`config.mk`:
```
export PLATFORM = sky130hd
export DESIGN_NAME = ccx_core
export DESIGN_NICKNAME = d
export VERILOG_FILES = /design/src/ccx_pkg.sv /design/src/ccx_core.sv /design/src/ccx_file_mem.sv
export SDC_FILE = /design/constraint.sdc
export NUM_CORES = 1
export LEC_CHECK = 0
export BUFFER_PORTS_ARGS = -buffer_cell sky130_fd_sc_hd__buf_2
export CAP_MARGIN = 20
export CORE_UTILIZATION = 50
export CTS_BUF_LIST = sky130_fd_sc_hd__clkbuf_4 sky130_fd_sc_hd__clkbuf_8 sky130_fd_sc_hd__clkbuf_16
export DETAILED_ROUTE_END_ITERATION = 8
export GPL_TIMING_DRIVEN = 0
export PLACE_DENSITY = 0.69
export SLEW_MARGIN = 10
export SYNTH_ARGS = -nofsm -noshare
export SYNTH_HDL_FRONTEND = slang
export SYNTH_SLANG_ARGS = --single-unit
```
`constraint.sdc`:
```
create_clock -name mclk -period 2.7 [get_ports mclk]
set_input_delay 0.135 -clock mclk [delete_from_list [all_inputs] [get_ports mclk]]
set_output_delay 0.135 -clock mclk [all_outputs]
set_load 0.005 [all_outputs]
```
`src/ccx_pkg.sv`:
```
package ccx_pkg;

   // ****************************************************************
   // Instruction word layout
   // ****************************************************************
   localparam int INSTR_W = 14;
   localparam int PC_W = 13;
   localparam logic [1:0] CALL_OPC = 2'h2;           // Bits 13:12 of a call
   localparam int CALL_OPC_HI = 13;
   localparam int CALL_OPC_LO = 12;
   localparam int CALL_SEL_BIT = 11;                 // Zero for call, one for goto
   localparam int CALL_LIT_HI = 10;
   localparam int CALL_LIT_LO = 0;
   localparam logic [6:0] CLRACC_OPC = 7'h02;        // Bits 13:7 of clear accumulator
   localparam int CLRACC_OPC_LO = 7;
   localparam logic [13:0] WDOG_CLR_WORD = 14'h0064; // Whole word of clear watchdog
   localparam logic [5:0] COMPF_OPC = 6'h09;         // Bits 13:8 of complement file
   localparam int COMPF_OPC_LO = 8;
   localparam int DEST_BIT = 7;
   localparam int FADDR_W = 7;
   localparam int DATA_W = 8;
   localparam int FILE_DEPTH = 128;
   localparam int LATCH_HI = 4;                      // High latch bits 4:3 feed pc 12:11
   localparam int LATCH_LO = 3;
   localparam int LATCH_W = 5;

   // ****************************************************************
   // Register map, byte addresses on the bus
   // ****************************************************************
   localparam logic [7:0] ACC_OFF = 8'h00;
   localparam logic [7:0] STATUS_OFF = 8'h04;
   localparam logic [7:0] LATCH_OFF = 8'h08;
   localparam logic [7:0] PC_OFF = 8'h0C;
   localparam int ST_ZERO = 0;
   localparam int ST_PWRDN = 3;
   localparam int ST_TMOUT = 4;

   // ****************************************************************
   // Reset values
   // ****************************************************************
   localparam logic [7:0] ACC_RST = 8'h00;
   localparam logic [12:0] PC_RST = 13'h0000;
   localparam logic [4:0] LATCH_RST = 5'h00;
   localparam logic ZERO_RST = 1'b0;
   localparam logic TMOUT_RST = 1'b1;
   localparam logic PWRDN_RST = 1'b1;

   // ****************************************************************
   // Sequencer states, one-hot
   // ****************************************************************
   typedef enum logic [2:0] {
      ST_IDLE = 3'h1,
      ST_EXEC = 3'h2,
      ST_CALL2 = 3'h4
   } ccx_state_e;

endpackage

```
`src/ccx_core.sv`:
```
// Contract
// - Push return address before loading counter
// - Call opcode loads eleven literal bits
// - Counter 12:11 from high latch 4:3
// - Call takes two cycles, flags untouched
// - Clear accumulator to zero, set zero
// - Watchdog clear resets counter and prescaler
// - Watchdog clear sets timeout and power-down
// - Complement file to accumulator or file
//
// The Wishbone interface to the registers and the address map were decided locally.
module ccx_core (
   input wire logic mclk,
   input wire logic rst,
   input wire logic [ccx_pkg::INSTR_W-1:0] instr,
   input wire logic instr_valid,
   output logic instr_ready,
   output logic stack_push,
   output logic [ccx_pkg::PC_W-1:0] stack_top,
   output logic [ccx_pkg::PC_W-1:0] program_counter,
   output logic watchdog_clear,
   output logic prescaler_clear,
   input wire logic wb_cyc_i,
   input wire logic wb_stb_i,
   input wire logic wb_we_i,
   input wire logic [7:0] wb_adr_i,
   input wire logic [3:0] wb_sel_i,
   input wire logic [31:0] wb_dat_i,
   output logic [31:0] wb_dat_o,
   output logic wb_ack_o
);

   // ****************************************************************
   // Decode helpers
   // ****************************************************************
   function automatic logic is_call(input logic [ccx_pkg::INSTR_W-1:0] w);
      return w[ccx_pkg::CALL_OPC_HI:ccx_pkg::CALL_OPC_LO] == ccx_pkg::CALL_OPC
         && !w[ccx_pkg::CALL_SEL_BIT];
   endfunction

   function automatic logic is_compf(input logic [ccx_pkg::INSTR_W-1:0] w);
      return w[ccx_pkg::INSTR_W-1:ccx_pkg::COMPF_OPC_LO] == ccx_pkg::COMPF_OPC;
   endfunction

   // ****************************************************************
   // State
   // ****************************************************************
   ccx_pkg::ccx_state_e state, next_state;
   logic [ccx_pkg::INSTR_W-1:0] ir, next_ir;
   logic [7:0] accumulator, next_accumulator;
   logic [4:0] pc_high_latch, next_pc_high_latch;
   logic zero_flag, next_zero_flag;
   logic timeout_flag, next_timeout_flag;
   logic power_down_flag, next_power_down_flag;
   logic [ccx_pkg::PC_W-1:0] next_program_counter, next_stack_top;
   logic next_stack_push, next_watchdog_clear, next_prescaler_clear, next_instr_ready;
   logic [31:0] next_wb_dat_o;
   logic next_wb_ack_o;
   logic file_we;
   logic [7:0] file_rdata, comp_result;
   logic bus_req, bus_wr;

   // ****************************************************************
   // File register store
   // ****************************************************************
   ccx_file_mem u_file (
      .mclk(mclk),
      .we(file_we),
      .waddr(ir[ccx_pkg::FADDR_W-1:0]),
      .wdata(comp_result),
      .raddr(instr[ccx_pkg::FADDR_W-1:0]),
      .rdata(file_rdata)
   );

   // Inverted file word, write-back strobe and bus request qualifiers
   assign comp_result = ~file_rdata;
   assign file_we = (state == ccx_pkg::ST_EXEC) && is_compf(ir)
      && ir[ccx_pkg::DEST_BIT];
   assign bus_req = wb_cyc_i && wb_stb_i && !wb_ack_o;
   assign bus_wr = bus_req && wb_we_i && wb_sel_i[0];

   // ****************************************************************
   // Sequencer and execution
   // ****************************************************************
   // An instruction beats a bus write to the same field in one cycle
   always_comb begin
      next_state = state;
      next_ir = ir;
      next_accumulator = accumulator;
      next_pc_high_latch = pc_high_latch;
      next_zero_flag = zero_flag;
      next_timeout_flag = timeout_flag;
      next_power_down_flag = power_down_flag;
      next_program_counter = program_counter;
      next_stack_top = stack_top;
      next_stack_push = 1'b0;
      next_watchdog_clear = 1'b0;
      next_prescaler_clear = 1'b0;
      next_instr_ready = instr_ready;
      // Software writes first, so execution below overrides them
      if (bus_wr && wb_adr_i == ccx_pkg::ACC_OFF) begin
         next_accumulator = wb_dat_i[7:0];
      end else if (bus_wr && wb_adr_i == ccx_pkg::STATUS_OFF) begin
         next_zero_flag = wb_dat_i[ccx_pkg::ST_ZERO];
         next_timeout_flag = wb_dat_i[ccx_pkg::ST_TMOUT];
         next_power_down_flag = wb_dat_i[ccx_pkg::ST_PWRDN];
      end else if (bus_wr && wb_adr_i == ccx_pkg::LATCH_OFF) begin
         next_pc_high_latch = wb_dat_i[ccx_pkg::LATCH_W-1:0];
      end
      // Idle takes a word, execute finishes it, a call holds one cycle more
      case (state)
         ccx_pkg::ST_IDLE: begin
            if (instr_valid) begin
               next_ir = instr;
               next_instr_ready = 1'b0;
               next_state = ccx_pkg::ST_EXEC;
               if (is_call(instr)) begin
                  // Push goes out one edge before the counter moves
                  next_stack_push = 1'b1;
                  next_stack_top = program_counter + 13'h0001;
               end
            end
         end
         ccx_pkg::ST_EXEC: begin
            next_state = ccx_pkg::ST_IDLE;
            next_instr_ready = 1'b1;
            next_program_counter = program_counter + 13'h0001;
            if (is_call(ir)) begin
               next_program_counter = {pc_high_latch[ccx_pkg::LATCH_HI:ccx_pkg::LATCH_LO],
                  ir[ccx_pkg::CALL_LIT_HI:ccx_pkg::CALL_LIT_LO]};
               next_state = ccx_pkg::ST_CALL2;
               next_instr_ready = 1'b0;
            end else if (ir[ccx_pkg::INSTR_W-1:ccx_pkg::CLRACC_OPC_LO]
                  == ccx_pkg::CLRACC_OPC) begin
               next_accumulator = 8'h00;
               next_zero_flag = 1'b1;
            end else if (ir == ccx_pkg::WDOG_CLR_WORD) begin
               next_watchdog_clear = 1'b1;
               next_prescaler_clear = 1'b1;
               next_timeout_flag = 1'b1;
               next_power_down_flag = 1'b1;
            end else if (is_compf(ir)) begin
               if (!ir[ccx_pkg::DEST_BIT]) begin
                  next_accumulator = comp_result;
               end
               next_zero_flag = (comp_result == 8'h00);
            end
         end
         ccx_pkg::ST_CALL2: begin
            // Second cycle of a call; flags are left alone
            next_state = ccx_pkg::ST_IDLE;
            next_instr_ready = 1'b1;
         end
         default: begin
            next_state = ccx_pkg::ST_IDLE;
            next_instr_ready = 1'b1;
         end
      endcase
   end

   // ****************************************************************
   // Bus read path
   // ****************************************************************
   // Bus reads answer one cycle after the request; unmapped reads give zero
   always_comb begin
      next_wb_ack_o = bus_req;
      next_wb_dat_o = 32'h0000_0000;
      if (bus_req && !wb_we_i) begin
         if (wb_adr_i == ccx_pkg::ACC_OFF) begin
            next_wb_dat_o = {24'h00_0000, accumulator};
         end else if (wb_adr_i == ccx_pkg::STATUS_OFF) begin
            next_wb_dat_o[ccx_pkg::ST_ZERO] = zero_flag;
            next_wb_dat_o[ccx_pkg::ST_TMOUT] = timeout_flag;
            next_wb_dat_o[ccx_pkg::ST_PWRDN] = power_down_flag;
         end else if (wb_adr_i == ccx_pkg::LATCH_OFF) begin
            next_wb_dat_o = {27'h000_0000, pc_high_latch};
         end else if (wb_adr_i == ccx_pkg::PC_OFF) begin
            next_wb_dat_o = {19'h0_0000, program_counter};
         end
      end
   end

   // ****************************************************************
   // Registers
   // ****************************************************************
   // Synchronous reset; every output leaves straight from a flop
   always_ff @(posedge mclk) begin
      if (rst) begin
         state <= ccx_pkg::ST_IDLE;
         ir <= 14'h0000;
         accumulator <= ccx_pkg::ACC_RST;
         pc_high_latch <= ccx_pkg::LATCH_RST;
         zero_flag <= ccx_pkg::ZERO_RST;
         timeout_flag <= ccx_pkg::TMOUT_RST;
         power_down_flag <= ccx_pkg::PWRDN_RST;
         program_counter <= ccx_pkg::PC_RST;
         stack_top <= ccx_pkg::PC_RST;
         stack_push <= 1'b0;
         watchdog_clear <= 1'b0;
         prescaler_clear <= 1'b0;
         instr_ready <= 1'b1;
         wb_ack_o <= 1'b0;
         wb_dat_o <= 32'h0000_0000;
      end else begin
         state <= next_state;
         ir <= next_ir;
         accumulator <= next_accumulator;
         pc_high_latch <= next_pc_high_latch;
         zero_flag <= next_zero_flag;
         timeout_flag <= next_timeout_flag;
         power_down_flag <= next_power_down_flag;
         program_counter <= next_program_counter;
         stack_top <= next_stack_top;
         stack_push <= next_stack_push;
         watchdog_clear <= next_watchdog_clear;
         prescaler_clear <= next_prescaler_clear;
         instr_ready <= next_instr_ready;
         wb_ack_o <= next_wb_ack_o;
         wb_dat_o <= next_wb_dat_o;
      end
   end

endmodule

```
`src/ccx_file_mem.sv`:
```
// Small file register store, read data registered
module ccx_file_mem (
   input wire logic mclk,
   input wire logic we,
   input wire logic [ccx_pkg::FADDR_W-1:0] waddr,
   input wire logic [ccx_pkg::DATA_W-1:0] wdata,
   input wire logic [ccx_pkg::FADDR_W-1:0] raddr,
   output logic [ccx_pkg::DATA_W-1:0] rdata
);

   logic [ccx_pkg::DATA_W-1:0] mem [ccx_pkg::FILE_DEPTH];

   // Contents are not reset; software must initialise them
   always_ff @(posedge mclk) begin
      if (we) begin
         mem[waddr] <= wdata;
      end
      rdata <= mem[raddr];
   end

endmodule

```
Word-level counts from Yosys, hierarchy flattened
Memories as Yosys holds them, arrays and structs flattened. A register that Yosys moved wholly into a read port is not among the register bits.
Index checks and enable logic that the tools add are counted.
W data, S select, Z words.
{ "op_classes": {"add_sub_neg": 1, "mul": 0, "div": 0, "magnitude_cmp": 0, "n_eq_ne": 11, "shifts": 0, "muxes": 44, "n_bitwise": 8, "reduce_logical": 26} }
{ "ops": {"columns": ["cell", "n"], "rows": [
  ["$mux W8", 10],
  ["$mux W1", 26],
  ["$eq A8 B4 Y1 const B", 2],
  ["$logic_not A8 Y1", 2],
  ["$eq A14 B7 Y1 const B", 1],
  ["$add A13 B1 Y13 const B", 1],
  ["$mux W13", 1],
  ["$logic_and A1 B1 Y1", 12],
  ["$mux W3", 3],
  ["$eq A8 B3 Y1 const B", 1],
  ["$not A8 Y8", 1],
  ["$eq A7 B2 Y1 const B", 1],
  ["$not A1 Y1", 7],
  ["$eq A6 B4 Y1 const B", 1],
  ["$pmux W3 S2", 1],
  ["$reduce_and A3 Y1", 2],
  ["$reduce_or A6 Y1", 1],
  ["$reduce_or A5 Y1", 1],
  ["$eq A2 B2 Y1 const B", 2],
  ["$logic_not A1 Y1", 4],
  ["$mux W2", 2],
  ["$reduce_or A4 Y1", 1],
  ["$eq A3 B1 Y1 const B", 1],
  ["$eq A3 B2 Y1 const B", 1],
  ["other kinds (5)", 5]
]} }
{ "totals": {"register_bits": 95, "latchBits": 0, "mem_bits_rw": 1024, "mem_bits_ro": 0, "input_bits": 64, "wordCells": 107, "n_memories": 1} }
{ "memory_table": {"columns": ["memory", "words", "width", "read_ports", "rd_clocked_by_memory_dff", "wr", "line_no", "text"], "rows": [
  ["u_file.mem", 128, 8, 1, 1, 1, "ccx_file_mem.sv:11", "logic [ccx_pkg::DATA_W-1:0] mem [ccx_pkg::FILE_DEPTH];"]
]} }

Depth between registers and ports, before layout
{ "logic_depth": {"depth_word": 12, "depth_mapped": 7, "depth_no_buf": 6} }

Hierarchy
Synthesis repeated with hierarchy kept, for this count alone.
{ "unflattened": {"hier_cells": 2032, "hier_area_um2": 43231.5} }
{ "by_module_without_submodules": {"columns": ["mod", "n_inst", "cells_each", "area_per_inst_um2", "seq_area_each_um2"], "rows": [
  ["ccx_file_mem", 1, 1635, 39665.5, 30909.6],
  ["ccx_core", 1, 397, 3565.9, 1501.4]
]} }

Worst setup path before layout
OpenSTA, ideal clock, no wires.
{ "synth_timing": {"path_type": "input to register", "startpoint": "in instr[0] (netlist name)", "endpoint": "reg u_file.rdata[0] (netlist name) (read register of u_file.mem)", "setup_ns": 0.121, "arrival_time_ns": 2.490, "t_required_ns": 2.579, "slack_ns": 0.089, "path_stages": 6, "cell_sequence": "buf_2 clkbuf_1 mux4_2 mux4_2 mux4_2 mux2_2"} }
{ "synth_rtl": {"columns": ["item", "line_no", "text"], "rows": [
  ["start: declaration", "ccx_core.sv:15", "input wire logic [ccx_pkg::INSTR_W-1:0] instr,"],
  ["end: declaration", "ccx_file_mem.sv:8", "output logic [ccx_pkg::DATA_W-1:0] rdata"]
]} }

Worst setup path after layout
{ "layout_timing": {"startpoint": "reg ir[4] (netlist name)", "endpoint": "mem u_file.mem[115][1] (netlist name), enable pin"} }
{ "layout_rtl": {"columns": ["item", "line_no", "text"], "rows": [
  ["start: declaration", "ccx_core.sv:49", "logic [ccx_pkg::INSTR_W-1:0] ir, next_ir;"],
  ["start signal: assignment", "ccx_core.sv:206", "ir <= next_ir;"],
  ["end: declaration", "ccx_file_mem.sv:11", null]
]} }
No word-level cell before the write port.

==> results.md <==
* Status: finished with violations
* Failing checks: setup timing
* Die Area at 87300 sq um
* Io pins at 127
* Clock net sink count at 1107
* Fin Setup TNS at -618 ps
* Number of port buffers at 70
* Max IR drop VDD at 0.000564 V
* Worst-Skew Late Latency at 690 ps
* TritonCTS clock tree: yes
* Final Hold Viols at 0
* Top cells by count, synth: edfxtp_1 (1024), mux4_2 (338), nor2_1 (173)
* Via count at 21.8k
* Top cells by area, synth: edfxtp_1 (71%), mux4_2 (18%), dfxtp_1 (3.9%), nor2_1 (1.5%), nand2_1 (0.65%)
* DRT met1 WL at 40600 um
* Post-layout minimum cycle time at 2730 ps
* Hold Crit Class: in2reg
* Vias in the first global route at 21.9k
* Post-route design area at 50600 sq um
* LEAKAGE at 0.0159 uW
* #FFs+latches synth at 1107
* Mapped cell area at 43000 sq um
* Routed met3 length at 9490 um
* Root buf cell: clkbuf_16
* Drt wl/cell at 29.4 um
* Gr ovfl total at 0
* Syn Area/Cell at 21.0 sq um
* Die Height at 295 um
* First-pass GRT wire length at 151000 um
* Clock transition at the registers of the reported paths at 60 ps
* Worst reg2reg path depth at 4
* Max-cap violations at 0
* First-pass iteration count of the detailed router at 6
* CTS Buf Count at 108
* Final setup fails at 56
* Top cell type's share of synthesized area at 71.4%
* Highest Signal Layer: met5
* DR WL met2 at 50200 um
* H-tree depth at 3
* Fin. max-slew vios at 0
* Cells on Worst Hold Path at 3
* RSZ-0062 raised after global routing: yes
* Routed Antenna Nets at 0
* CTS Buffer Depth at 3
* Async SR Flop Fraction at 0%
* Crit path DAT at 3040 ps
* Critical path fanouts, max at 9
* Die W at 295 um
* Pin count of the biggest net entering global routing at 78
* Synth Instances at 2045
* Gp weighted congestion at 0.885
* Share of layout cells above drive strength 1 at 36.5%
* Worst Skew at 27.5 ps
* Post-layout net count at 2371
* Sequential cell area at 32400 sq um
* Area grow syn2layout at 17.5%
* Placed Area at 45200 sq um
* Initial core utilization at 50.5%
* Pre-CTS WS at -1730 ps
* Initial antenna violation count at 8
* Post-synth EDFFs at 1024
* Row cnt at 107
* Max Clk Rate at 366 MHz
* Synth warnings at 0
* Power density over cell area at 737 nW/um^2
* Largest area contributor in the netlist: edfxtp_1
* Tightest Pin Transition at 1070 ps
* Period utilization at 101%
* HPWL after detailed placement at 68400 um
* Crit. End Element: flop
* Tot Pwr at 37200 uW
* Drt first-iter violations at 2624
* Core area at 85300 sq um
* Drt drc at 0
* Netlist cell types at 49
* Post-synth top flop: edfxtp_1
* Vias per inst at 6.16
* GRT Util Overall at 24.2%
* Startpoint types: flop
* Post-synthesis sequential area ratio at 75.3%
* Worst Path Required at 3020 ps
* Hold_ws at 31.4 ps
* Relative slew slack at 28.9%
* Setup CP Type: reg2reg
* Fin worst setup slack at -28.6 ps
* Wirelength, routed at 104000 um
* Count leader, synth: edfxtp_1
* Footprint of the multi-input gates at 11000 sq um
* Layout fillers at 5896
==> cells in the final DEF, fill, tap and decap left out, drive strengths merged, types with 18 or more instances in the layout <==
cell            n
a21oi          32
conb           19
edfxtp       1024
clkbuf        206
mux4          338
dlygate4sd3    25
inv            18
clkinv         45
buf           168
nand2          75
nor2          173
dfxtp          83
==> report_power, final <==
group | total, uW | switching [uW] | internal, uW
Clock | 15200 | 6380 | 8810
Sequential | 19500 | 51.3 | 19400
Combinational | 2580 | 1750 | 825
Total | 37200 | 8190 | 29100
==> final cells by class <==
cell class / instances / area share (%)
Tap cell: 1144 / 2.83
Inverter: 12 / 0.134
Sequential cell: 1107 / 64.1
Buffer: 132 / 1.63
Clock buffer: 137 / 5.90
Antenna cell: 1 / 0.00495
Timing Repair Buffer: 133 / 2.50
Multi-Input combinational cell: 812 / 21.7
Clock inverter: 65 / 1.23
==> metrics by stage <==
stage	util, %	std cells
after floorplan	-	2063
after CTS	59.1	3534
after detailed placement	53.0	3288
after global routing	59.3	3542
after global placement	52.6	3277
final	59.3	3543
==> worst paths after layout <==
path / startpoint / endpoint / slack, ps
max: ir[4]$_SDFFE_PP0P_ / u_file.mem[115][1]$_DFFE_PP_ / -30
min: wb_adr_i[2] / wb_dat_o[9]$_SDFF_PP0_ / 30
max reg2reg: ir[4]$_SDFFE_PP0P_ / u_file.mem[115][1]$_DFFE_PP_ / -30
min reg2reg: stack_top[1]$_SDFFE_PP0P_ / stack_top[1]$_SDFFE_PP0P_ / 460
==> flip-flops by register name (all words and copies together) (netlist names) <==
name / flops
stack_push: 1
wb_ack_o: 1
program_counter: 13
timeout_flag: 1
stack_top: 13
state: 3
pc_high_latch: 5
u_file.rdata: 8
prescaler_clear: 1
power_down_flag: 1
zero_flag: 1
accumulator: 8
u_file.mem: 1024
wb_dat_o: 13
ir: 14
==> worst max-delay path, stage by stage (launching register included) <==
cell	delay (ps)
dfxtp_1	310
clkbuf_1	480
nor2b_1	510
nand3_2	460
nor2_2	590
==> what timing repair did <==
| action | 4_1_cts | 5_1_grt |
|---|---|---|
| gates cloned | 1 | 0 |
| pin swaps | 21 | 8 |
| endpoints found under the setup margin | 1032 | 901 |
| hold buffers | 25 | 0 |
| resized for setup | 289 | 30 |
| hold endpoints to repair | 38 | 0 |
| buffers inserted | 18 | 7 |
==> cell families after synthesis <==
family                   share of synthesized area, %
multiplexers                                     18.1
adder cells (fa/ha/maj)                        0.0291
buffers and inverters                            1.59
AO/OA/AOI/OAI                                    1.34
other                                         0.00871
XOR/XNOR                                        0.183
AND/OR/NAND/NOR                                  3.42
flip-flops                                       75.3
==> layer usage <==
layer	vias up	GRT usage (%)
li1	8967	-
met1	11500	33.8
met2	1138	38.1
met3	202	5.04
met4	10	8.86
met5	-	0
Note: power is estimated with default switching activity, not from simulation.
